**config.mk**
```make
export PLATFORM = sky130hd
export DESIGN_NAME = bit_timer
export DESIGN_NICKNAME = d
export VERILOG_FILES = /design/src/hw/bit_pkg.sv /design/src/hw/bit_tick_sync.sv /design/src/hw/bit_timer.sv
export SDC_FILE = /design/constraint.sdc
export NUM_CORES = 1
export LEC_CHECK = 0
export BUFFER_PORTS_ARGS = -buffer_cell sky130_fd_sc_hd__buf_2
export CAP_MARGIN = 20
export CORE_MARGIN = 3
export CORE_UTILIZATION = 37
export DETAILED_ROUTE_END_ITERATION = 6
export PLACE_DENSITY_LB_ADDON = 0.1
export SETUP_SLACK_MARGIN = 0.4
export SKIP_CTS_REPAIR_TIMING = 1
export SLEW_MARGIN = 10
export SYNTH_ARGS = -nofsm -noshare
export SYNTH_HDL_FRONTEND = slang
export SYNTH_HIERARCHICAL = 1
export SYNTH_SLANG_ARGS = --single-unit
```
**constraint.sdc**
```tcl
create_clock -name mclk_i -period 2.9 [get_ports mclk_i]
set_clock_uncertainty 0.1 [all_clocks]
set_input_delay 0.145 -clock mclk_i [delete_from_list [all_inputs] [get_ports mclk_i]]
set_output_delay 0.145 -clock mclk_i [all_outputs]
set_load 0.01 [all_outputs]
```
**src/hw/bit_pkg.sv**
```systemverilog
package bit_pkg;

   // register map, one aligned 32-bit word each
   localparam int         ADDR_W     = 5;
   localparam logic [4:0] OFF_CTRL   = 5'h00;
   localparam logic [4:0] OFF_PERIOD = 5'h04;
   localparam logic [4:0] OFF_COUNT  = 5'h08;
   localparam logic [4:0] OFF_STATUS = 5'h0C;
   localparam logic [4:0] OFF_MASK   = 5'h10;

   // control register field positions
   localparam int BIT_RUN       = 15;
   localparam int BIT_IDLE_HALT = 13;
   localparam int EXT_SEL_LO    = 8;
   localparam int BIT_GATE      = 6;
   localparam int PRE_LO        = 4;
   localparam int BIT_SYNC      = 2;
   localparam int BIT_CS        = 1;

   // implemented control bits; all others read zero
   localparam logic [15:0] CTRL_MASK  = 16'hA376;
   localparam logic [15:0] CTRL_RESET = 16'h0000;

   // period and count reset values
   localparam logic [15:0] PERIOD_RESET = 16'hFFFF;
   localparam logic [15:0] COUNT_RESET  = 16'h0000;

   // status / mask bit of the single timer event
   localparam int BIT_EVENT = 0;

   // prescaler terminal counts (divisor minus one)
   localparam logic [7:0] PRE_TC_1   = 8'h00;
   localparam logic [7:0] PRE_TC_8   = 8'h07;
   localparam logic [7:0] PRE_TC_64  = 8'h3F;
   localparam logic [7:0] PRE_TC_256 = 8'hFF;

   // instruction clock is half the system clock
   localparam longint CLK_HZ   = 125000000;
   localparam longint INST_HZ  = CLK_HZ / 2;
   localparam int     INST_DIV = int'(CLK_HZ / INST_HZ);
   localparam int     DIV_W    = (INST_DIV > 1) ? $clog2(INST_DIV) : 1;

   // prescaler select codes
   typedef enum logic [1:0] {
      BIT_PRE_1   = 2'b00,
      BIT_PRE_8   = 2'b01,
      BIT_PRE_64  = 2'b10,
      BIT_PRE_256 = 2'b11
   } bit_pre_t;

   // alternate clock source codes
   typedef enum logic [1:0] {
      BIT_SRC_SECONDARY_OSC = 2'b00,
      BIT_SRC_EXT  = 2'b01,
      BIT_SRC_LOW_POWER_RC_OSC = 2'b10,
      BIT_SRC_RSVD = 2'b11
   } bit_ext_t;

endpackage

```
**src/hw/bit_tick_sync.sv**
```systemverilog
`timescale 1ns/1ns
module bit_tick_sync (
   input  wire logic mclk_i,
   input  wire logic nrst_i,
   input  wire logic raw_i,
   input  wire logic sync_en_i,
   output logic      level_o,
   output logic      rise_o,
   output logic      fall_o
);
   logic meta;
   logic sync2;
   logic direct;
   logic prev;

   // two-flop path; meta is read by sync2 alone
   always_ff @(posedge mclk_i or negedge nrst_i) begin
      if (!nrst_i) begin
         meta  <= 1'b0;
         sync2 <= 1'b0;
      end else begin
         meta  <= raw_i;
         sync2 <= meta;
      end
   end

   // direct path: one stage, shorter latency, no metastability guard
   always_ff @(posedge mclk_i or negedge nrst_i) begin
      if (!nrst_i) begin
         direct <= 1'b0;
      end else begin
         direct <= raw_i;
      end
   end

   assign level_o = sync_en_i ? sync2 : direct;

   // edge detect on the chosen level
   always_ff @(posedge mclk_i or negedge nrst_i) begin
      if (!nrst_i) begin
         prev <= 1'b0;
      end else begin
         prev <= level_o;
      end
   end

   assign rise_o = level_o & ~prev;
   assign fall_o = ~level_o & prev;

endmodule

```
**src/hw/bit_timer.sv**
```systemverilog
`timescale 1ns/1ns
// Behaviour
// - sixteen-bit free-running timer or counter
// - run bit starts and stops counting
// - idle halt bit freezes counting in idle
// - extended select picks alternate clock source
// - extended select only matters when alternate chosen
// - gate enable works only with internal clock
// - prescaler divides by 1, 8, 64, 256
// - sync bit synchronises alternate clock
// - source select: alternate or instruction clock
// - interrupt on match, or gate falling edge
// - counting may continue in idle and sleep
// - unimplemented control bits read zero
module bit_timer #(
   parameter int CNT_W = 16
) (
   input  wire logic                      mclk_i,
   input  wire logic                      nrst_i,
   input  wire logic [bit_pkg::ADDR_W-1:0] avs_address_i,
   input  wire logic                      avs_read_i,
   input  wire logic                      avs_write_i,
   input  wire logic [31:0]               avs_writedata_i,
   input  wire logic [3:0]                avs_byteenable_i,
   output logic      [31:0]               avs_readdata_o,
   output logic                           avs_waitrequest_o,
   input  wire logic                      secondary_osc_i,
   input  wire logic                      low_power_rc_osc_i,
   input  wire logic                      external_tick_input_i,
   input  wire logic                      idle_i,
   input  wire logic                      sleep_i,
   output logic                           irq_o
);
   import bit_pkg::*;

   // counter must fit the 16-bit register lanes
   if (CNT_W < 8 || CNT_W > 16) begin : g_bad_width
      $error("bit_timer: CNT_W must lie in 8..16");
   end

   logic [15:0]      ctrl;
   logic [CNT_W-1:0] period;
   logic [CNT_W-1:0] count;
   logic             irq_status, irq_mask;
   logic             ack;
   logic [DIV_W-1:0] div_cnt;
   logic [7:0]       pre_cnt;
   logic [7:0]       pre_tc;
   logic [2:0]       src_raw;
   logic [2:0]       src_sync;
   logic [2:0]       src_lvl, src_rise, src_fall;
   logic             src_tick, src_en, ptick;
   logic [CNT_W-1:0] next_count;
   logic [15:0]      next_rd16;
   logic             match_evt, gate_evt, event_any;

   // byte-lane merge of a 16-bit register
   function automatic logic [15:0] merge16(input logic [15:0] old,
                                           input logic [31:0] wd,
                                           input logic [3:0]  be);
      merge16 = {be[1] ? wd[15:8] : old[15:8],
                 be[0] ? wd[7:0]  : old[7:0]};
   endfunction

   // bus request decode
   wire req     = avs_read_i | avs_write_i;
   wire wr_go   = avs_write_i & ack;
   wire hit_ctl = avs_address_i == OFF_CTRL;
   wire hit_per = avs_address_i == OFF_PERIOD;
   wire hit_cnt = avs_address_i == OFF_COUNT;
   wire hit_sts = avs_address_i == OFF_STATUS;
   wire hit_msk = avs_address_i == OFF_MASK;
   wire cnt_wr  = wr_go & hit_cnt;
   wire sts_clr = wr_go & hit_sts & avs_byteenable_i[0]
                  & avs_writedata_i[BIT_EVENT];

   // every access waits exactly one cycle, so data comes from flops
   assign avs_waitrequest_o = req & ~ack;

   always_ff @(posedge mclk_i or negedge nrst_i) begin
      if (!nrst_i) begin
         ack <= 1'b0;
      end else begin
         ack <= req & ~ack;
      end
   end

   // read mux; unmapped addresses answer zero
   always_comb begin
      next_rd16 = 16'h0000;
      if (hit_ctl) begin
         next_rd16 = ctrl & CTRL_MASK;
      end else if (hit_per) begin
         next_rd16[CNT_W-1:0] = period;
      end else if (hit_cnt) begin
         next_rd16[CNT_W-1:0] = count;
      end else if (hit_sts) begin
         next_rd16[BIT_EVENT] = irq_status;
      end else if (hit_msk) begin
         next_rd16[BIT_EVENT] = irq_mask;
      end
   end

   always_ff @(posedge mclk_i or negedge nrst_i) begin
      if (!nrst_i) begin
         avs_readdata_o <= 32'h0000_0000;
      end else if (avs_read_i && !ack) begin
         avs_readdata_o <= {16'h0000, next_rd16};
      end
   end

   // control: unimplemented bits are never stored
   always_ff @(posedge mclk_i or negedge nrst_i) begin
      if (!nrst_i) begin
         ctrl <= CTRL_RESET;
      end else if (wr_go && hit_ctl) begin
         ctrl <= merge16(ctrl, avs_writedata_i, avs_byteenable_i)
                 & CTRL_MASK;
      end
   end

   // period register
   always_ff @(posedge mclk_i or negedge nrst_i) begin
      if (!nrst_i) begin
         period <= PERIOD_RESET[CNT_W-1:0];
      end else if (wr_go && hit_per) begin
         period <= CNT_W'(merge16(16'(period), avs_writedata_i,
                                  avs_byteenable_i));
      end
   end

   // control register fields
   wire      run       = ctrl[BIT_RUN];
   wire      idle_halt = ctrl[BIT_IDLE_HALT];
   wire      gate_en   = ctrl[BIT_GATE];
   wire      ext_sync  = ctrl[BIT_SYNC];
   wire      alt_sel   = ctrl[BIT_CS];
   bit_ext_t ext_sel;
   bit_pre_t pre_sel;
   assign ext_sel = bit_ext_t'(ctrl[EXT_SEL_LO +: 2]);
   assign pre_sel = bit_pre_t'(ctrl[PRE_LO +: 2]);

   // gate only counts with the internal clock
   wire gate_mode = gate_en & ~alt_sel;
   // stopped, or frozen by idle when asked
   wire halted    = ~run | (idle_i & idle_halt);

   // instruction clock enable, one pulse per INST_DIV cycles
   wire inst_tick = div_cnt == DIV_W'(INST_DIV - 1);

   always_ff @(posedge mclk_i or negedge nrst_i) begin
      if (!nrst_i) begin
         div_cnt <= '0;
      end else if (inst_tick) begin
         div_cnt <= '0;
      end else begin
         div_cnt <= div_cnt + DIV_W'(1);
      end
   end

   // pins: index 0 secondary osc, 1 tick pin, 2 low-power rc
   assign src_raw = {low_power_rc_osc_i, external_tick_input_i,
                     secondary_osc_i};
   // gate pin is always synchronised; sync bit matters only on alt
   assign src_sync = {ext_sync, ext_sync | ~alt_sel, ext_sync};

   for (genvar i = 0; i < 3; i++) begin : g_src
      bit_tick_sync bit_tick_sync_inst (
         .mclk_i    (mclk_i),
         .nrst_i    (nrst_i),
         .raw_i     (src_raw[i]),
         .sync_en_i (src_sync[i]),
         .level_o   (src_lvl[i]),
         .rise_o    (src_rise[i]),
         .fall_o    (src_fall[i])
      );
   end

   // source mux; sleep stops internal and synchronised alternate counting
   always_comb begin
      src_tick = 1'b0;
      if (!alt_sel) begin
         // gate pin level qualifies the internal ticks
         src_tick = inst_tick & ~sleep_i
                    & (~gate_mode | src_lvl[1]);
      end else begin
         // extended select applies only here
         unique case (ext_sel)
            BIT_SRC_SECONDARY_OSC: src_tick = src_rise[0];
            BIT_SRC_EXT:  src_tick = src_rise[1];
            BIT_SRC_LOW_POWER_RC_OSC: src_tick = src_rise[2];
            BIT_SRC_RSVD: src_tick = 1'b0;
         endcase
         // unsynchronised alternate clock keeps running in sleep
         if (sleep_i && ext_sync) begin
            src_tick = 1'b0;
         end
      end
   end

   assign src_en = src_tick & ~halted;

   // prescaler terminal count per select code
   always_comb begin
      unique case (pre_sel)
         BIT_PRE_1:   pre_tc = PRE_TC_1;
         BIT_PRE_8:   pre_tc = PRE_TC_8;
         BIT_PRE_64:  pre_tc = PRE_TC_64;
         BIT_PRE_256: pre_tc = PRE_TC_256;
      endcase
   end

   assign ptick = src_en & (pre_cnt >= pre_tc);

   // prescaler restarts whenever the timer is stopped
   always_ff @(posedge mclk_i or negedge nrst_i) begin
      if (!nrst_i) begin
         pre_cnt <= 8'h00;
      end else if (!run) begin
         pre_cnt <= 8'h00;
      end else if (ptick) begin
         pre_cnt <= 8'h00;
      end else if (src_en) begin
         pre_cnt <= pre_cnt + 8'h01;
      end
   end

   // at the period value the next tick returns to zero
   assign next_count = (count == period) ? '0
                       : count + CNT_W'(1);

   // software write wins over a tick in the same cycle
   always_ff @(posedge mclk_i or negedge nrst_i) begin
      if (!nrst_i) begin
         count <= COUNT_RESET[CNT_W-1:0];
      end else if (cnt_wr) begin
         count <= CNT_W'(merge16(16'(count), avs_writedata_i,
                                 avs_byteenable_i));
      end else if (ptick) begin
         count <= next_count;
      end
   end

   // events: period match, or gate fall in gated mode
   assign match_evt = ptick & ~gate_mode & (next_count == period);
   assign gate_evt  = gate_mode & run & src_fall[1];
   assign event_any = match_evt | gate_evt;

   // sticky status, write one to clear; a new event beats the clear
   always_ff @(posedge mclk_i or negedge nrst_i) begin
      if (!nrst_i) begin
         irq_status <= 1'b0;
      end else if (event_any) begin
         irq_status <= 1'b1;
      end else if (sts_clr) begin
         irq_status <= 1'b0;
      end
   end

   always_ff @(posedge mclk_i or negedge nrst_i) begin
      if (!nrst_i) begin
         irq_mask <= 1'b0;
      end else if (wr_go && hit_msk && avs_byteenable_i[0]) begin
         irq_mask <= avs_writedata_i[BIT_EVENT];
      end
   end

   assign irq_o = irq_status & irq_mask;

   logic [8:0] gap;
   bit_pre_t   pre_prev;
   logic       sel_moved;
   // source ticks since the last prescaled tick; a tick that follows a
   // prescale change is skipped, its divisor being mixed
   always_ff @(posedge mclk_i or negedge nrst_i) begin
      if (!nrst_i) begin
         gap       <= 9'h000;
         sel_moved <= 1'b0;
         pre_prev  <= BIT_PRE_1;
      end else begin
         pre_prev  <= pre_sel;
         gap       <= (!run || ptick) ? 9'h000 : gap + 9'(src_en);
         sel_moved <= run && !ptick && (sel_moved || pre_sel != pre_prev);
      end
   end
endmodule
```
Word level (Yosys, flattened, before mapping):

Index checks and enable logic that the tools add are counted.

* register bits after elaboration: 78
* bits of input ports: 50
* output and inout bits: 34
* word-level logic and storage cells: 118

* add/sub/neg operators: 3
* $lt $le $gt $ge: 1
* equality and inequality tests: 15
* muxes and demuxes: 24
* bitwise operators: 36
* reductions and logical operators: 18

Operators with widths (number)
* 16-bit two-way mux: 5
* 8-bit two-way mux: 5
* 16-bit equality test: 2
* 8-bit case mux with 4 select lines: 1
* 1-bit AND: 21
* 16-bit by 1-bit adder with 16-bit output (second input constant): 1
* 15-bit two-way mux: 1
* 2-bit AND reduction: 6
* 1-bit two-way mux: 11
* 5-bit by 4-bit equality test with 1-bit output (second input constant): 2
* 1-bit inverter: 10
* 8-bit by 1-bit adder with 8-bit output (second input constant): 1
* 2-bit equality test (second input constant): 4
* 8-bit >= comparator: 1
* 1-bit logical AND: 6
* 5-bit by 3-bit equality test with 1-bit output (second input constant): 1
* 5-bit equality test (second input constant): 1
* 5-bit logical NOT: 1
* 1-bit bitwise OR: 5
* 2-bit by 1-bit equality test with 1-bit output (second input constant): 2
* 2-bit logical NOT: 2
* 2-bit inequality test (second input constant): 2
* 1-bit case mux with 4 select lines: 1
* 2-bit nonzero test: 2
* other kinds (3): 3

Logic depth before layout (Yosys ltp):

* depth after elaboration: 13
* depth in mapped cells: 10
* gate-level depth less buffers: 10

Hierarchy:

Netlist, hierarchy kept.

By module, submodules not included
* bit_timer: times used 1, cells an instance 499, area each 4694.5 µm², sequential area each 1746.7 µm²
* bit_tick_sync: times used 3, cells an instance 7, area each 98.8 µm², sequential area each 75.1 µm²

Worst setup path before layout:

No wires, ideal clock.

* path kind: register -> register
* start: register count[1]
* end: register irq_status
* setup time: 0.104 ns
* arrival time: 2.326 ns
* data required time: 2.696 ns
* setup slack: 0.371 ns
* stages on the path, launching flop included: 9
* buffers on the path: 0
* period minus slack after synthesis: 2.529 ns
* cells stage by stage: dfrtp_1 -> ha_1 -> nand4_4 -> nor4_4 -> xnor2_1 -> or4b_1 -> o311ai_1 -> nand4_1 -> o41ai_2

* word-level cells in the longest chain between the ends: 6
* elaborated cells between the ends (all ways): 8
* classes of those cells: 1 x add/sub; 2 x eq/ne; 2 x mux; 2 x bitwise; 1 x reduce/logical

RTL lines
* start: declaration: RTL line bit_timer.sv:43 `logic [CNT_W-1:0] count;`
* start signal: assignment: RTL line bit_timer.sv:235 `count <= COUNT_RESET[CNT_W-1:0];`
* start signal: assignment: RTL line bit_timer.sv:237 `count <= CNT_W'(merge16(16'(count), avs_writedata_i,`
* start signal: assignment: RTL line bit_timer.sv:240 `count <= next_count;`
* 16-bit by 1-bit adder with 16-bit output / 16-bit equality test (equally long branches): RTL line bit_timer.sv:230, bit_timer.sv:229
* 16-bit two-way mux *: RTL line bit_timer.sv:229 `assign next_count = (count == period) ? '0`
* 16-bit equality test *: RTL line bit_timer.sv:245 `assign match_evt = ptick & ~gate_mode & (next_count == period);`
* 1-bit AND *: RTL line bit_timer.sv:245
* 1-bit bitwise OR *: RTL line bit_timer.sv:247 `assign event_any = match_evt | gate_evt;`
* 1-bit two-way mux / 2-bit nonzero test (equally long branches)
* end signal: assignment: RTL line bit_timer.sv:252 `irq_status <= 1'b0;`
* end signal: assignment: RTL line bit_timer.sv:254 `irq_status <= 1'b1;`
* end signal: assignment: RTL line bit_timer.sv:256 `irq_status <= 1'b0;`
* end: declaration: RTL line bit_timer.sv:44 `logic irq_status, irq_mask;`

Mark *: on every way between the ends. The rest lies on a longest branch, timed or not.
A chain may end at the register's enable or synchronous reset.

Worst setup path after layout:

* start: register count[0]
* end: register irq_status

The elaborated chain is that of the path after synthesis.

==> metrics.md <==
| Metric | Value |
|---|---|
| Initial antenna violation count | 0 |
| Reg area | 1980 um^2 |
| Core footprint | roughly 13000 um^2 |
| Initial Util | approximately two fifths |
| First-pass GRT wire length | approximately 23000 um |
| Share of cells above drive strength 1 | between 30% and 40% |
| Final hold slack | -0.0206 ns |
| Mapped cell area | ~5000 um^2 |
| Root buf cell | clkbuf_16 |
| Post-route setup TNS | 0 ns |
| Vias in the first global route | about 4k |
| Final hold vios | 2 |
| Vias/cell | between 5 and 6 |
| FP Rows | around 40 |
| WHS Endpoint | ack$_DFF_PN0_ |
| RR Startpoint | count[0]$_DFFE_PN0P_ |
| Type of the worst min-delay path | input pin to flop |
| Die area | about 15000 um^2 |
| All-Layer GR Usage | 20.4% |
| Footprint of the multi-input gates | 3020 um^2 |
| Failing checks | hold timing |
| Clk pin slew, worst setup/hold paths | 0.06 ns |
| CP peak stage delay | about 0.41 ns |
| Fmax achieved | between 0.4 and 0.5 GHz |
| Nets | ~700 |
| CTS Buffer Depth | 2 |
| Num CTS Buffers | 9 |
| Worst-path maximum fanout | 5 |
| Min-Delay Path Depth | 3 |
| Syn Area/Cell | slightly below 10 um^2 |
| Post-route minimum period | about 2.5 ns |
| Sink Count | slightly below 80 |
| Max Slew Vio Count | 0 |
| Reg2Reg Depth | 9 |
| H-tree depth | 3 |
| Area Growth Syn to Fin | 33.5% |
| Max-cap viol count | 0 |
| Pin count of the biggest net entering global routing | a little under 80 |
| Total gr overflow | 0 |
| Leakage | ~3 nW |
| DRT Pass-1 Iters | 5 |
| Crit path kind | flop to flop |
| I/O Buffers | ~50 |
| Fillers | roughly 1.2k |
| VDD IR max | roughly 0.38 mV |
| Relative slew slack | about half |
| WP data required | about 3.1 ns |
| Critical path's slowest cell | dfrtp_1 |
| DRC | 0 |
| Worst R2R Setup Slack | between 0.4 and 0.5 ns |
| TritonCTS clock tree | done |
| P per Cell Area | just under 500 nW/um^2 |
| CP startpoint kind | flop |
| Routed wire length | 15100 um |
| Clk_lat worst skew | ~0.35 ns |
| DR vias | ~4.5k |
| Die X | between 100 and 150 um |
| N_diodes | 0 |
| Critical path cell sequence | buf_6, buf_6, and4_4, nand2_4, nor4_4, xnor2_2, mux2_4, o32a_1, o41ai_2 |
| Hold Crit Start | avs_read_i |
| Syn. warnings | 6 |
| Status | complete, but fails checks |
| Hpwl dp | around 11000 um |
| Final RePlAce weighted congestion | 0.879 |
| Initial drt markers | ~380 |
| Worst-Margin Slew | between 0.7 and 0.8 ns |
| Worst R2R End | irq_status$_DFFE_PN0P_ |
| Post-route ant nets | 0 |
| Routed wire length per instance | 18.4 um |
| Io pins | 84 |
| Setup violations, final | 0 |
| CP Data Arrival Time | between 2 and 3 ns |
| Syn Inst Count | approximately 520 |
| Die height | approximately 120 um |
| CP most frequent cell | buf_6 |
| RSZ-0062 raised after global routing | true |
| Crit share post-route | between 80% and 90% |
| CP Capture Type | flop |
layout make-up:
type | count | area share, %
multi-input combinational | 393 | 45.4
sequential | 78 | 29.8
timing repair buffer | 143 | 15.5
clock buffer | 12 | 4.01
tap | 172 | 3.24
clock inverter | 4 | 1.15
inverter | 16 | 0.904
critical path: cells and delay by family (launching register included):
family / cells / cell delay [ns]
mux: 1 / 0.31
flops: 1 / 0.41
xor+xnor: 1 / 0.18
simple gates: 3 / 0.65
compound gates: 2 / 0.50
buf+inv: 2 / 0.24
sequential cells by signal, summed over array words and instances, names as in the netlist, 3 cells and up:
register	flops
g_src.bit_tick_sync_inst/prev	3
period	16
count	16
pre_cnt	8
g_src.bit_tick_sync_inst/direct	3
g_src.bit_tick_sync_inst/sync2	3
avs_readdata_o	16
ctrl	9
through the flow:
step | area [um^2] | setup WS [ns] | utilization [%] | total power [mW] | instances
after CTS | 6000 | 0.0919 | 46.6 | 3.17 | 781
final | 6650 | 0.404 | 51.6 | 3.30 | 818
after detailed placement | 5660 | 0.106 | 44.0 | 1.84 | 765
after floorplan | 5040 | 0.414 | - | 1.61 | 533
after global placement | 5660 | 0.141 | 44.0 | 1.83 | 765
after global routing | 6650 | 0.295 | 51.6 | 3.45 | 818
per-layer routing:
layer  GRT usage, %  vias up  wire length (um)  share of wire, %
li1               -     2107                 -                 -
met1           29.5     2178              7210                48
met2           30.2      166              6630                44
met3           4.41       25               936               6.2
met4           7.00        0               293               1.9
met5              0        -                 0                 0
power breakdown:
group / internal, mW / switching [mW] / leakage (nW)
registers: 1.16 / 0.0728 / 0.978
logic: 0.385 / 0.380 / 1.84
clock network: 0.827 / 0.474 / 0.165
how the worst max path moves through the flow:
stage | slack, ns | end | start
5_1_grt | 0.29 | irq_status$_DFFE_PN0P_ | count[0]$_DFFE_PN0P_
3_3_place_gp | 0.14 | irq_status$_DFFE_PN0P_ | period[11]$_DFFE_PN1P_
6_report | 0.40 | irq_status$_DFFE_PN0P_ | count[0]$_DFFE_PN0P_
3_5_place_dp | 0.11 | count[11]$_DFFE_PN0P_ | ctrl[5]$_DFFE_PN0P_
4_1_cts | 0.09 | irq_status$_DFFE_PN0P_ | period[11]$_DFFE_PN1P_
2_1_floorplan | 0.41 | irq_status$_DFFE_PN0P_ | count[1]$_DFFE_PN0P_
placed cells by master (no fill, tap or decap), types with 4 or more instances in the layout:
cell type and n:
a211oi_1 4, a21o_1 5, a21oi_1 19, a22o_1 15, a22oi_1 7, a32oi_1 5, and3_1 6, buf_2 48
buf_4 71, buf_6 6, clkbuf_16 9, conb_1 16, dfrtp_1 56, dfrtp_2 6, dfstp_2 16, dlygate4sd3_1 17
ha_1 6, inv_1 16, mux2_2 26, mux2i_1 12, nand2_1 41, nand2b_1 7, nand3_1 8, nand4_1 7
nor2_1 32, nor2b_1 4, nor3_1 5, o21ai_0 37, o21ai_1 6, o31ai_1 7, or2_2 4, xnor2_1 16
xor2_1 10, xor2_2 5
No activity file was read; power rests on OpenSTA's default activity.
